[src/core/dip_pkg.sv]
// package for the split interrupt controller: slot layout, field
// positions, reset values and delivery state codes.
// assumes a 32-bit register word and at most 32 processors.
package dip_pkg;

   // ------------------------------------------------------------
   // address layout
   // ------------------------------------------------------------
   localparam int unsigned SLOT_SHIFT = 4;            // 16-byte slots
   localparam logic [31:0] SLOT_BYTES = 32'h0000_0010;
   localparam logic [31:0] SRC_OFF = 32'h0001_0000;   // group in window
   localparam logic [3:0] SLOT_LOW_ZERO = 4'h0;

   // ------------------------------------------------------------
   // source config word fields, little-endian byte lanes
   // ------------------------------------------------------------
   localparam int unsigned VEC_LSB = 0;     // byte 0
   localparam int unsigned PRI_LSB = 16;    // byte 2, low nibble
   localparam int unsigned DST_LSB = 24;    // byte 3, low five bits
   localparam int unsigned MSK_BIT = 31;    // byte 3, top bit
   localparam int unsigned VEC_W = 8;
   localparam int unsigned PRI_W = 4;
   localparam int unsigned DST_W = 5;
   localparam int unsigned NUM_W = 8;

   // ------------------------------------------------------------
   // reset values
   // ------------------------------------------------------------
   localparam logic [7:0] VEC_RST = 8'h00;
   localparam logic [3:0] PRI_RST = 4'h0;
   localparam logic [4:0] DST_RST = 5'h00;
   localparam logic MSK_RST = 1'b1;         // sources start masked
   localparam logic [31:0] ZERO_WORD = 32'h0000_0000;

   // ------------------------------------------------------------
   // delivery state machine
   // ------------------------------------------------------------
   typedef enum logic [1:0] {
      ST_IDLE = 2'b01,
      ST_SHOW = 2'b10
   } dip_state_t;

endpackage // dip_pkg

[src/core/dip_ctrl.sv]
// delivery unit with its own interrupt source group and a link to one
// external source unit.
// assumes the access port and the external link run on i_core_clk,
// and the interrupt lines come from pins on no known clock.
`timescale 1ns/1ps

module dip_ctrl
   import dip_pkg::*;
#(
   parameter int unsigned N_SRC = 16,                 // group size
   parameter logic [7:0] GRP_FIRST = 8'h00,           // lowest number
   parameter int unsigned N_CPU = 32,                 // processors
   parameter logic [31:0] DU_BASE = 32'hFC00_0000,    // unit base
   parameter logic [31:0] DU_SIZE = 32'h0004_0000     // window length
) (
   input wire logic i_core_clk,                  // core clock
   input wire logic i_rst,                       // sync reset, high
   input wire logic [N_SRC-1:0] i_irq_lines,     // source pins
   input wire logic i_acc_valid,                 // access strobe
   input wire logic i_acc_write,                 // 1 write, 0 read
   input wire logic [31:0] i_acc_addr,           // byte address
   input wire logic [31:0] i_acc_wdata,          // write data, LE
   output logic o_acc_ack,                       // access answered
   output logic o_acc_err,                       // misaligned slot
   output logic [31:0] o_acc_rdata,              // read data, LE
   input wire logic i_ext_valid,                 // external offer
   input wire logic [VEC_W-1:0] i_ext_vector,    // external vector
   input wire logic [PRI_W-1:0] i_ext_prio,      // external priority
   input wire logic [DST_W-1:0] i_ext_dest,      // external target
   input wire logic [NUM_W-1:0] i_ext_num,       // external number
   output logic o_ext_ready,                     // offer taken
   output logic o_irq_valid,                     // interrupt shown
   output logic [VEC_W-1:0] o_irq_vector,        // shown vector
   output logic [PRI_W-1:0] o_irq_prio,          // shown priority
   output logic [DST_W-1:0] o_irq_dest,          // shown target
   output logic [NUM_W-1:0] o_irq_num,           // interrupt number
   output logic [N_CPU-1:0] o_cpu_sel,           // one-hot target
   input wire logic i_irq_ready                  // processor took it
);

   localparam int unsigned IDX_W = (N_SRC > 1) ? $clog2(N_SRC) : 1;

   // ------------------------------------------------------------
   // decode helpers
   // ------------------------------------------------------------
   // slot index of an address inside the source window
   function automatic logic [IDX_W-1:0] slot_of(input logic [31:0] a);
      logic [31:0] rel;
      rel = a - (DU_BASE + SRC_OFF);
      slot_of = rel[SLOT_SHIFT +: IDX_W];
   endfunction

   // one-hot processor select from a destination number
   function automatic logic [N_CPU-1:0] cpu_onehot(input logic [4:0] d);
      cpu_onehot = '0;
      cpu_onehot[d] = 1'b1;
   endfunction

   // ------------------------------------------------------------
   // state
   // ------------------------------------------------------------
   logic [N_SRC-1:0] sync1_r, sync2_r, prev_r, pend_r, pend_nxt;
   logic [N_SRC-1:0] rise, clr;
   logic [VEC_W-1:0] vec_r [N_SRC];
   logic [PRI_W-1:0] pri_r [N_SRC];
   logic [DST_W-1:0] dst_r [N_SRC];
   logic [N_SRC-1:0] msk_r;
   dip_state_t st_r, st_nxt;
   logic valid_nxt, rdy_nxt;
   logic [VEC_W-1:0] vec_nxt;
   logic [PRI_W-1:0] pri_nxt;
   logic [DST_W-1:0] dst_nxt;
   logic [NUM_W-1:0] num_nxt;
   logic [N_CPU-1:0] sel_nxt;
   logic best_found, ext_take;
   logic [IDX_W-1:0] best_idx;
   logic [PRI_W-1:0] best_pri;
   logic in_du, in_su, aligned, cfg_we;
   logic [IDX_W-1:0] acc_slot;
   logic ack_nxt, err_nxt;
   logic [31:0] rdata_nxt;

   // ------------------------------------------------------------
   // input lines: two-flop sync, rising edge sets pending
   // ------------------------------------------------------------
   assign rise = sync2_r & ~prev_r;
   assign pend_nxt = (pend_r & ~clr) | rise;  // set wins over clear

   always_ff @(posedge i_core_clk) begin
      if (i_rst) begin
         sync1_r <= '0;
         sync2_r <= '0;
         prev_r <= '0;
         pend_r <= '0;
      end else begin
         sync1_r <= i_irq_lines;
         sync2_r <= sync1_r;
         prev_r <= sync2_r;
         pend_r <= pend_nxt;
      end
   end

   // ------------------------------------------------------------
   // address windows of the delivery unit and its group
   // ------------------------------------------------------------
   // group lives at SRC_OFF inside the unit's own window
   always_comb begin
      in_du = (i_acc_addr >= DU_BASE) &&
              (i_acc_addr - DU_BASE < DU_SIZE);
      in_su = (i_acc_addr >= DU_BASE + SRC_OFF) &&
              (i_acc_addr - (DU_BASE + SRC_OFF) <
               SLOT_BYTES * N_SRC);
      aligned = (i_acc_addr[3:0] == SLOT_LOW_ZERO);
      acc_slot = slot_of(i_acc_addr);
      cfg_we = i_acc_valid && i_acc_write && in_su && aligned;
   end

   // answer: ack only inside own window, LE config word on read
   always_comb begin
      ack_nxt = i_acc_valid && in_du;
      err_nxt = i_acc_valid && in_su && !aligned;
      rdata_nxt = ZERO_WORD;
      if (i_acc_valid && !i_acc_write && in_su && aligned) begin
         rdata_nxt[VEC_LSB +: VEC_W] = vec_r[slot_of(i_acc_addr)];
         rdata_nxt[PRI_LSB +: PRI_W] = pri_r[slot_of(i_acc_addr)];
         rdata_nxt[DST_LSB +: DST_W] = dst_r[slot_of(i_acc_addr)];
         rdata_nxt[MSK_BIT] = msk_r[slot_of(i_acc_addr)];
      end
   end

   always_ff @(posedge i_core_clk) begin
      if (i_rst) begin
         o_acc_ack <= 1'b0;
         o_acc_err <= 1'b0;
         o_acc_rdata <= ZERO_WORD;
      end else begin
         o_acc_ack <= ack_nxt;
         o_acc_err <= err_nxt;
         o_acc_rdata <= rdata_nxt;
      end
   end

   // ------------------------------------------------------------
   // source config registers, one 16-byte slot per interrupt
   // ------------------------------------------------------------
   genvar g;
   generate
      for (g = 0; g < N_SRC; g++) begin : g_cfg
         always_ff @(posedge i_core_clk) begin
            if (i_rst) begin
               vec_r[g] <= VEC_RST;
               pri_r[g] <= PRI_RST;
               dst_r[g] <= DST_RST;
               msk_r[g] <= MSK_RST;
            end else if (cfg_we && acc_slot == IDX_W'(g)) begin
               vec_r[g] <= i_acc_wdata[VEC_LSB +: VEC_W];
               pri_r[g] <= i_acc_wdata[PRI_LSB +: PRI_W];
               dst_r[g] <= i_acc_wdata[DST_LSB +: DST_W];
               msk_r[g] <= i_acc_wdata[MSK_BIT];
            end
         end
      end
   endgenerate

   // ------------------------------------------------------------
   // pick highest-priority unmasked pending source, lowest wins tie
   // ------------------------------------------------------------
   always_comb begin
      best_found = 1'b0;
      best_idx = '0;
      best_pri = '0;
      for (int i = 0; i < N_SRC; i++) begin
         if (pend_r[i] && !msk_r[i] &&
             (!best_found || pri_r[i] > best_pri)) begin
            best_found = 1'b1;
            best_idx = IDX_W'(i);
            best_pri = pri_r[i];
         end
      end
   end

   // ------------------------------------------------------------
   // delivery: local group vs external unit, shown to processors
   // ------------------------------------------------------------
   // external offer wins only on strictly higher priority
   assign ext_take = i_ext_valid && !o_ext_ready &&
                     (!best_found || i_ext_prio > best_pri);

   always_comb begin
      st_nxt = st_r;
      valid_nxt = o_irq_valid;
      rdy_nxt = 1'b0;
      vec_nxt = o_irq_vector;
      pri_nxt = o_irq_prio;
      dst_nxt = o_irq_dest;
      num_nxt = o_irq_num;
      sel_nxt = o_cpu_sel;
      clr = '0;
      case (st_r)
         ST_IDLE: begin
            if (ext_take) begin
               // values stay on the link until this ready pulse
               vec_nxt = i_ext_vector;
               pri_nxt = i_ext_prio;
               dst_nxt = i_ext_dest;
               num_nxt = i_ext_num;
               sel_nxt = cpu_onehot(i_ext_dest);
               rdy_nxt = 1'b1;
               valid_nxt = 1'b1;
               st_nxt = ST_SHOW;
            end else if (best_found) begin
               vec_nxt = vec_r[best_idx];
               pri_nxt = pri_r[best_idx];
               dst_nxt = dst_r[best_idx];
               num_nxt = GRP_FIRST + NUM_W'(best_idx);
               sel_nxt = cpu_onehot(dst_r[best_idx]);
               clr[best_idx] = 1'b1;
               valid_nxt = 1'b1;
               st_nxt = ST_SHOW;
            end
         end
         ST_SHOW: begin
            if (i_irq_ready) begin
               valid_nxt = 1'b0;
               sel_nxt = '0;
               st_nxt = ST_IDLE;
            end
         end
         default: begin
            valid_nxt = 1'b0;
            sel_nxt = '0;
            st_nxt = ST_IDLE;
         end
      endcase
   end

   always_ff @(posedge i_core_clk) begin
      if (i_rst) begin
         st_r <= ST_IDLE;
         o_irq_valid <= 1'b0;
         o_ext_ready <= 1'b0;
         o_irq_vector <= VEC_RST;
         o_irq_prio <= PRI_RST;
         o_irq_dest <= DST_RST;
         o_irq_num <= '0;
         o_cpu_sel <= '0;
      end else begin
         st_r <= st_nxt;
         o_irq_valid <= valid_nxt;
         o_ext_ready <= rdy_nxt;
         o_irq_vector <= vec_nxt;
         o_irq_prio <= pri_nxt;
         o_irq_dest <= dst_nxt;
         o_irq_num <= num_nxt;
         o_cpu_sel <= sel_nxt;
      end
   end
endmodule // dip_ctrl

[config.mk]
export PLATFORM = sky130hd
export DESIGN_NAME = dip_ctrl
export DESIGN_NICKNAME = d
export VERILOG_FILES = /design/src/core/dip_pkg.sv /design/src/core/dip_ctrl.sv
export SDC_FILE = /design/constraint.sdc
export NUM_CORES = 1
export LEC_CHECK = 0
export BUFFER_PORTS_ARGS = -buffer_cell sky130_fd_sc_hd__buf_2
export CORE_MARGIN = 3
export CORE_UTILIZATION = 44
export DETAILED_ROUTE_END_ITERATION = 16
export HOLD_SLACK_MARGIN = 0.02
export PLACE_DENSITY = 0.67
export SKIP_CTS_REPAIR_TIMING = 1
export SYNTH_ARGS = -nofsm -noshare
export SYNTH_HDL_FRONTEND = slang
export SYNTH_SLANG_ARGS = --single-unit
[constraint.sdc]
create_clock -name i_core_clk -period 48.9 [get_ports i_core_clk]
set_input_delay 9.78 -clock i_core_clk [delete_from_list [all_inputs] [get_ports i_core_clk]]
set_output_delay 9.78 -clock i_core_clk [all_outputs]
set_load 0.02 [all_outputs]
==> results.tsv <==
metric	value	unit
Synth Flop Type	edfxtp_1	
CTS Root Cell	clkbuf_16	
Post-DP HPWL	53.1	mm
combinational power share	0.089	
Worst R2R Path Depth	135	
clk sink count	432	
Hold Slack	439	ps
Buf/Inv on CP	11	
largest net degree at the start of global routing	94	
clock power share	0.417	
Hold Violations, Final	0	
num rows	85	
met3 WL post-DR	10.0	mm
setup tns final	0	ps
final setup vio count	0	
ys async rst share	0	
Leakage	10.3	nW
antenna violations before repair	10	
DR WL/cell	26.9	um
hold depth	1	
number of synthesized flops with an enable pin	272	
RSZ-0062 raised after global routing	no	
pwr/cell area	31.0	nW/um2
first-pass GRT wire length	118	mm
TritonRoute pass-1 iters	9	
clk slew on worst S/H paths	60	ps
met1 wire length	31.6	mm
CP endpoint kind	flop	
status	finished, final reports clean	
met2 wire len	36.1	mm
Synth Cell Area	24000	um2
DRC errors left	0	
Vias per Instance	6.32	
crit path time final	30780	ps
Initial Util	0.446	
Max Root-Sink Buffers	3	
CP startpoint kind	flop	
FMAX	32.5	MHz
Skew-Pair Late Insertion Delay	620	ps
Final Cycle Share	0.629	
CP Max Fanout	23	
Switch Pwr	0.212	mW
crit-path max cell delay	870	ps
H-tree Lvls	2	
Critical Path Stages	135	
Max-Cap Viols	0	
top sig layer	met5	
CP Class	reg2reg	
Most common cell on crit path	a21oi_1	
routability cong.	1.00	
Hold/Removal Path Class	reg2reg	
Nets	2432	
Post-Route Utilization	0.501	
Die Ht	240	um
vias in the first global route	18600	
die area	57500	um2
routed wire length	81.0	mm
worst-margin pin slew	1460	ps
cell internal pwr	0.624	mW
Seq/Total Area, Yosys	0.473	
Worst EP required	49430	ps
TritonCTS clock tree	yes	
grt ovf	0	
Setup Skew	40.2	ps
worst vdd ir	0.0000295	V
Crit-path slowest cell	nor2_2	
CP top delay family	compound AO/OA/AOI/OAI gates	
Critical Path AT	31310	ps
Sw Ratio	0.254	
area growth from synthesis to layout	12.4	%
max-slew violation count	0	
IO buf count	175	
I/O pin total	204	
Yosys reg bits	432	
sequential power share	0.494	
Ys Warns	0	
post-route ant nets	0	
Num CTS Buffers	48	
Max-slew headroom	0.0260	
vias	19000	
synth unique cells	101	
syn avg cell area	11.2	um2
Global Route Usage Sum	0.275	
initial drt markers	2366	
Die W	240	um
core area	53900	um2
cells after synthesis	2144	
layout cell share with drive strength beyond 1	0.227	
## area by class of cell
cell class	instances	area (um2)
repair buffers	220	1220
multi-input cells	1492	11800
well taps	696	871
clock inverters	30	219
clock buffers	59	1270
fillers	4725	26900
diodes	7	17.5
inverters	72	270
flip-flops and latches	432	11400
## flip-flops by register name (all words and copies together) (netlist names), 16 cells and up
signal	flops
sync2_r	16
prev_r	16
dst_r	80
pri_r	64
o_cpu_sel	32
sync1_r	16
pend_r	16
o_acc_rdata	18
vec_r	128
msk_r	16
## layout by cell type, fill, tap and decap left out, types with 11 or more instances in the layout
master     synthesis  layout
nor3_1            19      19
inv_1             70      70
o211ai_1          15      15
dfxtp_1          160     160
a2bb2oi_1         11      11
and3_1            26      26
clkinv_2           0      13
conb_1             1      14
nand2b_1          49      49
and2_1           280     280
edfxtp_1         272     272
mux4_2            90      90
o32ai_2           18      17
mux2_2            54      54
nand2_1          130     130
buf_2             22     172
nand3_1           25      25
a21oi_1          111     111
nor2b_1           73      73
or2_2             12      12
nand4_1           11      11
buf_4             19      48
mux2i_1           38      38
ha_1              55      55
a221oi_1          18      18
nor2_1            80      62
clkbuf_16          0      48
nor2_2             1      19
a21o_1            27      27
a22oi_1           48      48
a222oi_1          25      25
o21ai_0           67      66
o22ai_1           20      20
## power by group through the flow
stage	clock, mW	sequential [mW]	combinational [mW]
2_1_floorplan	0	0.417	0.0483
3_3_place_gp	0	0.419	0.0721
3_5_place_dp	0	0.420	0.0735
4_1_cts	0.352	0.413	0.0739
5_1_grt	0.367	0.415	0.0796
6_report	0.349	0.413	0.0747
## cells in the mapped netlist, types with 10 or more instances
master | n | area (um2)
o211ai_1 | 15 | 113
a21oi_1 | 111 | 556
buf_2 | 22 | 110
inv_1 | 70 | 263
nor3_1 | 19 | 95.1
a22oi_1 | 48 | 360
dfxtp_1 | 160 | 3200
nor2b_1 | 73 | 457
nand2b_1 | 49 | 307
a21o_1 | 27 | 203
clkbuf_1 | 96 | 360
nand3_1 | 25 | 125
a222oi_1 | 25 | 250
and3_1 | 26 | 163
mux2_2 | 54 | 608
nor2_1 | 80 | 300
mux2i_1 | 38 | 380
ha_1 | 55 | 688
edfxtp_1 | 272 | 8170
nand4_1 | 11 | 68.8
buf_4 | 19 | 143
a2bb2oi_1 | 11 | 96.3
a221oi_1 | 18 | 158
o31ai_1 | 10 | 75.1
or2_2 | 12 | 75.1
o22ai_1 | 20 | 125
o21ai_0 | 67 | 335
nand2_1 | 130 | 488
and2_1 | 280 | 1750
o32ai_2 | 18 | 293
mux4_2 | 90 | 2030
o21a_1 | 10 | 75.1
buf_1 | 17 | 63.8
## per-stage QoR
| stage | instance area (um2) | setup slack, ps | power, mW | instances |
|---|---|---|---|---|
| floorplan | 24100 | 23840 | 0.466 | 2157 |
| global placement | 25500 | 19370 | 0.491 | 2911 |
| detailed placement | 25500 | 18750 | 0.494 | 2912 |
| CTS | 27000 | 18640 | 0.839 | 3001 |
| global route | 27000 | 15490 | 0.861 | 3004 |
| finish | 27000 | 18120 | 0.837 | 3008 |
## final timing paths
kind / startpoint / end / slack (ps)
worst min-delay path: sync1_r[1] / sync2_r[1] / 440
worst max-delay path: pend_r[0] / o_cpu_sel[6] / 18120
worst min register to register: sync1_r[1] / sync2_r[1] / 440
worst max register to register: pend_r[0] / o_cpu_sel[6] / 18120
## worst register-to-register path: cells and delay by family (launching register included)
kind | cells | cell delay [ps]
compound gates | 60 | 12390
fa+ha+maj | 16 | 4410
simple gates | 31 | 6500
flops | 1 | 470
mux | 17 | 5590
buf+inv | 11 | 1380
## metal layers
metal / up-vias / track usage
met5: - / 0
met4: 4 / 0.115
met3: 209 / 0.0747
met2: 1251 / 0.430
met1: 9261 / 0.363
li1: 8280 / -
## cells by family (layout without fill, tap and decap cells)
| family | after synthesis | count (layout) | synth area share |
|---|---|---|---|
| multiplexers | 184 | 184 | 0.127 |
| AO/OA/AOI/OAI | 488 | 488 | 0.153 |
| flip-flops | 432 | 432 | 0.473 |
| other | 1 | 21 | 0.000156 |
| AND/OR/NAND/NOR | 751 | 751 | 0.176 |
| adder cells (fa/ha/maj) | 55 | 55 | 0.0286 |
| buffers and inverters | 233 | 381 | 0.0427 |
No activity file was read; power rests on OpenSTA's default activity.
